File: src/verilog/css_pkg.sv
// Package with offsets, field positions, reset values and timing for the clock select block
package css_pkg;
  localparam int          CSS_AW          = 4;
  localparam logic [3:0]  CSS_SEL_ADDR    = 4'h0;
  localparam logic [3:0]  CSS_STAT_ADDR   = 4'h1;
  localparam int          CSS_CHOOSE_BIT  = 7;
  localparam int          CSS_KEEP_BIT    = 6;
  localparam int          CSS_KIND_BIT    = 5;
  localparam int          CSS_PLL_HALT    = 3;
  localparam int          CSS_TICK_HALT   = 1;
  localparam int          CSS_DOG_HALT    = 0;
  localparam logic [7:0]  CSS_WRITE_MASK  = 8'hcb;
  localparam logic [7:0]  CSS_RESET_VAL   = 8'h00;
  localparam logic [7:0]  CSS_ZERO        = 8'h00;
  localparam int          CSS_BUS_DIV     = 2;
  localparam logic [2:0]  CSS_STAT_STABLE = 3'h0;
  localparam logic [2:0]  CSS_STAT_STOP   = 3'h1;
  localparam logic [2:0]  CSS_STAT_WAIT   = 3'h2;
endpackage : css_pkg

File: src/verilog/css_mode_if.sv
// Interface carrying low power mode events from the mode tracker to the register
`timescale 1ns/1ps
interface css_mode_if;
  logic wait_enter;
  logic stop_enter;
  logic self_enter;
  logic in_wait;
  logic in_stop;
  modport src (output wait_enter, output stop_enter, output self_enter, output in_wait,
               output in_stop);
  modport dst (input wait_enter, input stop_enter, input self_enter, input in_wait,
               input in_stop);
endinterface : css_mode_if

File: src/verilog/css_mode_track.sv
// Mode entry edge detector for wait, stop and self clock modes
`timescale 1ns/1ps
module css_mode_track (
  input  wire logic sys_clk,
  input  wire logic rst,
  input  wire logic wait_req,
  input  wire logic stop_req,
  input  wire logic self_clock_req,
  css_mode_if.src   mode
);
  logic wait_d_r;
  logic stop_d_r;
  logic self_d_r;

  always_ff @(posedge sys_clk or posedge rst)
  begin
    if (rst)
    begin
      wait_d_r <= 1'h0;
      stop_d_r <= 1'h0;
      self_d_r <= 1'h0;
    end
    else
    begin
      wait_d_r <= wait_req;
      stop_d_r <= stop_req;
      self_d_r <= self_clock_req;
    end
  end

  assign mode.wait_enter = wait_req & ~wait_d_r;
  assign mode.stop_enter = stop_req & ~stop_d_r;
  assign mode.self_enter = self_clock_req & ~self_d_r;
  assign mode.in_wait    = wait_req;
  assign mode.in_stop    = stop_req;
endmodule : css_mode_track

File: src/verilog/css_clock_select.sv
// Clock source select register with low power mode side effects
//
// The register addresses and strobed register access were left to the implementer.
`timescale 1ns/1ps
//////////////////////////////////////////////////////////////////////////////
module css_clock_select (
  input  wire logic        sys_clk,
  input  wire logic        rst,
  input  wire logic [3:0]  reg_addr,
  input  wire logic [7:0]  reg_wdata,
  input  wire logic        reg_wr,
  input  wire logic        reg_rd,
  output logic      [7:0]  reg_rdata,
  input  wire logic        pll_locked,
  input  wire logic        oscillator_kind_status,
  input  wire logic        special_mode,
  input  wire logic        pll_power_on,
  input  wire logic        wait_req,
  input  wire logic        stop_req,
  input  wire logic        self_clock_req,
  output logic             pll_clock_choose,
  output logic             oscillator_run,
  output logic             pll_powered,
  output logic             tick_timer_run,
  output logic             tick_timer_reinit,
  output logic             watchdog_run,
  output logic             watchdog_reinit
);
  //////////////////////////////////////////////////////////////////////////////
  css_mode_if mode ();

  css_mode_track css_mode_track_inst (
    .sys_clk        (sys_clk),
    .rst            (rst),
    .wait_req       (wait_req),
    .stop_req       (stop_req),
    .self_clock_req (self_clock_req),
    .mode           (mode)
  );

  //////////////////////////////////////////////////////////////////////////////
  // Register state
  logic       pll_sel_r;
  logic       osc_keep_r;
  logic       pll_halt_r;
  logic       tick_halt_r;
  logic       dog_halt_r;
  logic       dog_written_r;
  logic [7:0] rdata_nxt;
  logic       sel_wr;
  logic       stat_rd;

  function automatic logic hit(input logic [3:0] a, input logic [3:0] target);
    hit = (a == target);
  endfunction : hit

  assign sel_wr = reg_wr & hit(reg_addr, css_pkg::CSS_SEL_ADDR);
  assign stat_rd = reg_rd & hit(reg_addr, css_pkg::CSS_STAT_ADDR);

  // PLL select with lock guard and low power clearing
  always_ff @(posedge sys_clk or posedge rst)
  begin
    if (rst)
      pll_sel_r <= 1'h0;
    else if (mode.self_enter | mode.stop_enter | (mode.wait_enter & pll_halt_r))
      pll_sel_r <= 1'h0;
    else if (mode.in_wait & pll_halt_r)
      pll_sel_r <= 1'h0;
    else if (sel_wr)
    begin
      if (reg_wdata[css_pkg::CSS_CHOOSE_BIT] & pll_locked)
        pll_sel_r <= 1'h1;
      else if (!reg_wdata[css_pkg::CSS_CHOOSE_BIT])
        pll_sel_r <= 1'h0;
    end
  end

  // Anytime writable control bits
  always_ff @(posedge sys_clk or posedge rst)
  begin
    if (rst)
    begin
      osc_keep_r  <= 1'h0;
      pll_halt_r  <= 1'h0;
      tick_halt_r <= 1'h0;
    end
    else if (sel_wr)
    begin
      osc_keep_r  <= reg_wdata[css_pkg::CSS_KEEP_BIT];
      pll_halt_r  <= reg_wdata[css_pkg::CSS_PLL_HALT];
      tick_halt_r <= reg_wdata[css_pkg::CSS_TICK_HALT];
    end
  end

  // Watchdog halt bit, write once in normal modes
  always_ff @(posedge sys_clk or posedge rst)
  begin
    if (rst)
    begin
      dog_halt_r    <= 1'h0;
      dog_written_r <= 1'h0;
    end
    else if (sel_wr && (special_mode || !dog_written_r))
    begin
      dog_halt_r    <= reg_wdata[css_pkg::CSS_DOG_HALT];
      dog_written_r <= 1'h1;
    end
  end

  //////////////////////////////////////////////////////////////////////////////
  // Read mux
  always_comb
  begin
    rdata_nxt = css_pkg::CSS_ZERO;
    if (reg_rd && hit(reg_addr, css_pkg::CSS_SEL_ADDR))
    begin
      rdata_nxt[css_pkg::CSS_CHOOSE_BIT] = pll_sel_r;
      rdata_nxt[css_pkg::CSS_KEEP_BIT]   = osc_keep_r;
      rdata_nxt[css_pkg::CSS_KIND_BIT]   = oscillator_kind_status;
      rdata_nxt[css_pkg::CSS_PLL_HALT]   = pll_halt_r;
      rdata_nxt[css_pkg::CSS_TICK_HALT]  = tick_halt_r;
      rdata_nxt[css_pkg::CSS_DOG_HALT]   = dog_halt_r;
    end
    else if (stat_rd)
    begin
      rdata_nxt[css_pkg::CSS_STAT_STABLE] = pll_locked;
      rdata_nxt[css_pkg::CSS_STAT_STOP]   = mode.in_stop;
      rdata_nxt[css_pkg::CSS_STAT_WAIT]   = mode.in_wait;
    end
  end

  always_ff @(posedge sys_clk or posedge rst)
  begin
    if (rst)
      reg_rdata <= css_pkg::CSS_ZERO;
    else
      reg_rdata <= rdata_nxt;
  end

  //////////////////////////////////////////////////////////////////////////////
  // Clock and halt controls
  always_ff @(posedge sys_clk or posedge rst)
  begin
    if (rst)
    begin
      pll_clock_choose  <= 1'h0;
      oscillator_run    <= 1'h1;
      pll_powered       <= 1'h0;
      tick_timer_run    <= 1'h1;
      tick_timer_reinit <= 1'h0;
      watchdog_run      <= 1'h1;
      watchdog_reinit   <= 1'h0;
    end
    else
    begin
      pll_clock_choose  <= pll_sel_r;
      oscillator_run    <= ~mode.in_stop | osc_keep_r;
      pll_powered       <= pll_power_on & ~(mode.in_wait & pll_halt_r);
      tick_timer_run    <= ~(mode.in_wait & tick_halt_r);
      tick_timer_reinit <= mode.wait_enter & tick_halt_r;
      watchdog_run      <= ~(mode.in_wait & dog_halt_r);
      watchdog_reinit   <= mode.wait_enter & dog_halt_r;
    end
  end
endmodule : css_clock_select

File: config.mk
export PLATFORM = sky130hd
export DESIGN_NAME = css_clock_select
export DESIGN_NICKNAME = d
export VERILOG_FILES = /design/src/verilog/css_pkg.sv /design/src/verilog/css_mode_if.sv /design/src/verilog/css_mode_track.sv /design/src/verilog/css_clock_select.sv
export SDC_FILE = /design/constraint.sdc
export NUM_CORES = 1
export LEC_CHECK = 0
export BUFFER_PORTS_ARGS = -buffer_cell sky130_fd_sc_hd__buf_2
export CAP_MARGIN = 15
export CORE_UTILIZATION = 52
export CTS_BUF_LIST = sky130_fd_sc_hd__clkbuf_4 sky130_fd_sc_hd__clkbuf_8
export DETAILED_ROUTE_END_ITERATION = 8
export GPL_ROUTABILITY_DRIVEN = 0
export PLACE_DENSITY = 0.86
export SLEW_MARGIN = 20
export SYNTH_ARGS = -nofsm -noshare
export SYNTH_HDL_FRONTEND = slang
export SYNTH_HIERARCHICAL = 1
export SYNTH_SLANG_ARGS = --single-unit
File: constraint.sdc
create_clock -name sys_clk -period 2.3 [get_ports sys_clk]
set_input_delay 0.23 -clock sys_clk [delete_from_list [all_inputs] [get_ports sys_clk]]
set_output_delay 0.23 -clock sys_clk [all_outputs]
set_load 0.05 [all_outputs]
# Word-level counts from Yosys, hierarchy flattened
# Index checks and enable logic that the tools add are counted.
classes:
  n_eq_ne: 2
  n_reduce_logical: 7
  mux: 10
  bitwise_logic: 23
op_table:
  columns: ["cell", "n"]
  rows:
  - ["1-bit bitwise AND", 13]
  - ["1-bit two-way mux", 7]
  - ["1-bit NOT", 7]
  - ["3-bit two-way mux", 2]
  - ["4-bit by 1-bit equality test with 1-bit output (second input constant)", 1]
  - ["4-bit logical NOT", 1]
  - ["4-bit by 1-bit inequality test with 1-bit output (second input constant)", 1]
  - ["1-bit bitwise OR", 3]
  - ["3-bit nonzero test", 1]
  - ["1-bit logical AND", 2]
  - ["2-bit two-way mux", 1]
  - ["2-bit AND reduction", 1]
  - ["1-bit logical NOT", 1]
  - ["1-bit logical OR", 1]
totals:
  in_bits: 23
  ff_bits: 23

# Longest topological paths before layout
depth:
  word_depth: 6
  mapped_depth: 3
  mapped_depth_nobuf: 3

# Cells and area by module
# The synthesis kept the hierarchy.
by_module_without_submodules:
  columns: ["mod", "instances", "cells_each", "area_per_inst_um2"]
  rows:
  - ["css_clock_select", 1, 54, 770.7]
  - ["css_mode_track", 1, 9, 135.1]

# Least setup slack after synthesis
# OpenSTA, ideal clock, no wires.
synth_timing:
  path_type: "input to register"
  startpoint: "input reg_addr[0]"
  endpoint: "register dog_halt_r"
  setup_time_ns: 0.125
  setup_slack_ns: 1.104
  stages: 3
  arrival_time_ns: 1.071
  path_buffers: 0
  path_cell_list: "nor4_4 > nand3_2 > mux2_4"
synth_via:
  elab_chain_cells: 3
synth_rtl:
  columns: ["item", "line", "source"]
  rows:
  - ["start, declared", "css_clock_select.sv:9", "input wire logic [3:0] reg_addr,"]
  - ["4-bit logical NOT", "css_clock_select.sv:54", "hit = (a == target);"]
  - ["1-bit bitwise AND", "css_clock_select.sv:57", "assign sel_wr = reg_wr & hit(reg_addr, css_pkg::CSS_SEL_ADDR);"]
  - ["1-bit logical AND", "css_clock_select.sv:103", "else if (sel_wr && (special_mode || !dog_written_r))"]
  - ["end signal, assigned", "css_clock_select.sv:105", "dog_halt_r <= reg_wdata[css_pkg::CSS_DOG_HALT];"]
  - ["end, declared", "css_clock_select.sv:47", "logic dog_halt_r;"]
# No other way between the ends.
# A chain may end at the register's enable or synchronous reset.

# Worst setup path in the final report
layout_timing:
  startpoint: "register tick_timer_run"
  endpoint: "output tick_timer_run"
layout_rtl:
  columns: ["item", "line", "source"]
  rows:
  - ["start, declared", "css_clock_select.sv:24", "output logic tick_timer_run,"]
  - ["start signal, assigned", "css_clock_select.sv:159", "tick_timer_run <= ~(mode.in_wait & tick_halt_r);"]
# No word-level cell between the ends.

==> impl_summary.log <==
[metrics] run status: complete, but fails checks
[metrics] failing checks: design-rule violations
[metrics] overall global routing resource usage: 0.188
[metrics] Die X: ~44 µm
[metrics] slowest CP cell: sky130_fd_sc_hd__dfstp_2
[metrics] total negative slack: 0 ns
[metrics] Clock Sinks: 23
[metrics] origin of the worst setup path: tick_timer_run
[metrics] number of I/O port buffers: 33
[metrics] Synth Net Count: between 80 and 90
[metrics] part of the total power dissipated in sequential elements: 0.574
[metrics] signal arrival time at the worst endpoint: around 1.1 ns
[metrics] pin slew with the least headroom to its limit: ~0.7 ns
[metrics] cells along the critical path: buf_2
[metrics] share of the clock period used by the worst path: 0.577
[metrics] Core ar.: 0.00156 mm²
[metrics] count of unresolved DRC violations after routing: 3
[metrics] number of library cell types mapped by synthesis: 21
[metrics] area enclosed by the die boundary: ~0.0019 mm²
[metrics] drt first pass iters: 6
[metrics] layout cells sized above 1: 0.561
[metrics] vias per cell: between 5 and 6
[metrics] critical path fanouts, max: 1
[metrics] Fin Clk Skew: 0.00144 ns
[metrics] Fill cells: 112
[metrics] Comb power frac: 0.190
[metrics] Synth Cell Area: roughly 910 µm²
[metrics] net count of the finished layout: between 100 and 150
[metrics] Core Util, Final: 0.711
[metrics] max FFs per register: 7
[metrics] Sequential cell area: around 580 µm²
[metrics] Tightest Hold Check Type: input port to flop
[metrics] sum of buffers and inverters on the critical path: 1
[metrics] peak clock frequency supported by timing: between 0.7 and 0.8 GHz
[metrics] Clock Power Share: 0.236
[metrics] launching point of the worst reg2reg path: dog_written_r
[metrics] max_slew headroom: 0.522
[metrics] Final setup violation count: 0
[metrics] maximum cell stage delay along the critical path: 0.54 ns
[metrics] number of buffers created by CTS: 3
[metrics] number of buffers between clock root and the deepest sink: 2
[metrics] max-capacitance violation count: 0
[metrics] antenna violation net count after detailed routing: 0
[metrics] Mean Syn Cell Area: roughly 14 µm²
[metrics] Critical Setup Path Class: flop to primary output
[metrics] initial drt markers: 12
[metrics] Core Rows: 14
[metrics] Final Hold Violating Endpoints: 0
[metrics] post-placement cell area: around 0.0011 mm²
[metrics] Vias: 571
[metrics] residual overflow from global routing: 0
[metrics] final wirelength: 1510 µm
[metrics] sequential area share after synthesis: 0.640
[metrics] Vert. Die Dim: 43.7 µm
[metrics] clk_lat worst skew: about 0.30 ns
[metrics] switching share of power: 0.283
[metrics] Synth Warn #: 6
[metrics] Crit. End Element: primary output
[metrics] average routed wire per standard cell: 13.2 µm
[metrics] Required @ worst endpoint: 2.07 ns
[metrics] first-pass GRT wire length: about 2400 µm
[metrics] Clock Pin Slew Worst Setup and Hold Paths: 0.11 ns
[metrics] antenna violations before repair: 0
[metrics] minimum clock period after layout: approximately 1.3 ns
[metrics] antenna diode count: 0
[metrics] maximum number of pins on one net before global-route repair: 21
[metrics] clock tree from TritonCTS: yes
[metrics] reported net switching power: 0.000231 W
[metrics] Area Overhead vs Synth: 22.4%
[metrics] I/O pin count: 38
[metrics] Yosys reg bits: 23
[metrics] overall power of the completed layout: approximately 0.00082 W
[metrics] vias in the first global route: 572
[metrics] clock root cell: sky130_fd_sc_hd__clkbuf_4
[metrics] cell type group with the largest total delay on the critical path: flip-flops
[metrics] unrepaired setup endpoints after global routing: false
[metrics] most common cell after layout, fill and taps aside: sky130_fd_sc_hd__buf_2
[metrics] commonest non-fill, non-tap cells in the layout: sky130_fd_sc_hd__buf_2 (33), sky130_fd_sc_hd__dfrtp_1 (20)
[metrics] number of H-tree branching levels: 1
[metrics] leak pwr: 0.611 nW
[metrics] worst supply voltage drop on vdd: ~0.00055 V
[metrics] category of the worst setup path launch point: flop
[metrics] Starting Density: 0.581
[metrics] final number of max-transition violations: 0
[metrics] power density over cell area: 736 mW/mm²
[metrics] number of buffers inserted to repair setup after CTS: 0
[metrics] register with the highest flop count: reg_rdata
[metrics] final design area excluding fillers: between 0.001 and 0.0015 mm²
[metrics] total internal power: between 0.0005 and 0.0006 W
[metrics] cell count after synthesis: 63
[metrics] Hold Startpoint: self_clock_req
[metrics] area of the multi-input gates: 297 µm²
-- per-stage QoR --
stage          setup WS, ns  hold slack (ns)  std cells
3_5_place_dp          0.842            0.112        109
2_1_floorplan          1.10          -0.0164         63
5_1_grt               0.945           0.0325        114
6_report              0.974           0.0465        114
4_1_cts               0.970           0.0460        114
3_3_place_gp          0.841            0.105        109
-- power groups by stage --
stage | logic (W) | registers (W) | clock network, W
2_1_floorplan | 0.0000644 | 0.000520 | 0
3_3_place_gp | 0.000150 | 0.000473 | 0
3_5_place_dp | 0.000156 | 0.000476 | 0
4_1_cts | 0.000158 | 0.000468 | 0.000194
5_1_grt | 0.000167 | 0.000474 | 0.000211
6_report | 0.000155 | 0.000468 | 0.000193
-- repair_timing --
item / 4_1_cts / 5_1_grt
endpoints found under the hold margin: 3 / 0
endpoints found under the setup margin: 0 / 0
gates resized for setup: 0 / 0
hold buffers: 1 / 0
-- kinds of logic after synthesis --
kind of cell / Yosys count / share of synthesized area
other: 1 / 0.00414
and+or+nand+nor: 24 / 0.199
muxes: 6 / 0.0884
DFF: 23 / 0.640
buffers and inverters: 5 / 0.0332
AOI/OAI and AO/OA: 4 / 0.0359
-- synthesized netlist by cell type, drive strengths merged --
library cell  instances  area share
nand2b                3       0.021
mux2                  4       0.066
nor2                  4       0.017
a21boi                1      0.0083
nand2                 5       0.029
o21ai                 1      0.0055
nor3                  1      0.0055
dfstp                 3       0.087
and3                  4       0.033
nor4                  1       0.023
a31o                  1      0.0097
and2                  2       0.014
buf                   3       0.025
mux2i                 2       0.022
o2111a                1       0.012
inv                   2      0.0083
conb                  1      0.0041
nand3                 1       0.011
dfrtp                20        0.55
nor2b                 3       0.046
-- final timing paths --
path	endpoint	slack, ns	depth (start not counted)
worst max-delay path	tick_timer_run	0.97	1
max in group asynchronous	osc_keep_r	1.27	3
worst min-delay path	css_mode_track_inst/self_d_r	0.05	1
worst max register to register	dog_halt_r	1.33	3
worst min register to register	pll_clock_choose	0.41	0
min in group asynchronous	css_mode_track_inst/stop_d_r	0.32	3
-- per-layer routing --
| layer | part of all wire | global-route usage |
|---|---|---|
| met5 | 0 | 0 |
| met1 | 0.40 | 0.218 |
| met3 | 0.056 | 0.0250 |
| met4 | 0.018 | 0.0938 |
| met2 | 0.52 | 0.337 |
-- layout make-up --
class | instances | area share
multi-input combinational | 35 | 0.267
sequential | 23 | 0.523
tap | 16 | 0.0181
inverter | 2 | 0.00677
timing repair buffer | 34 | 0.158
clock buffer | 4 | 0.0271
Power figures use the tool's default switching activity.
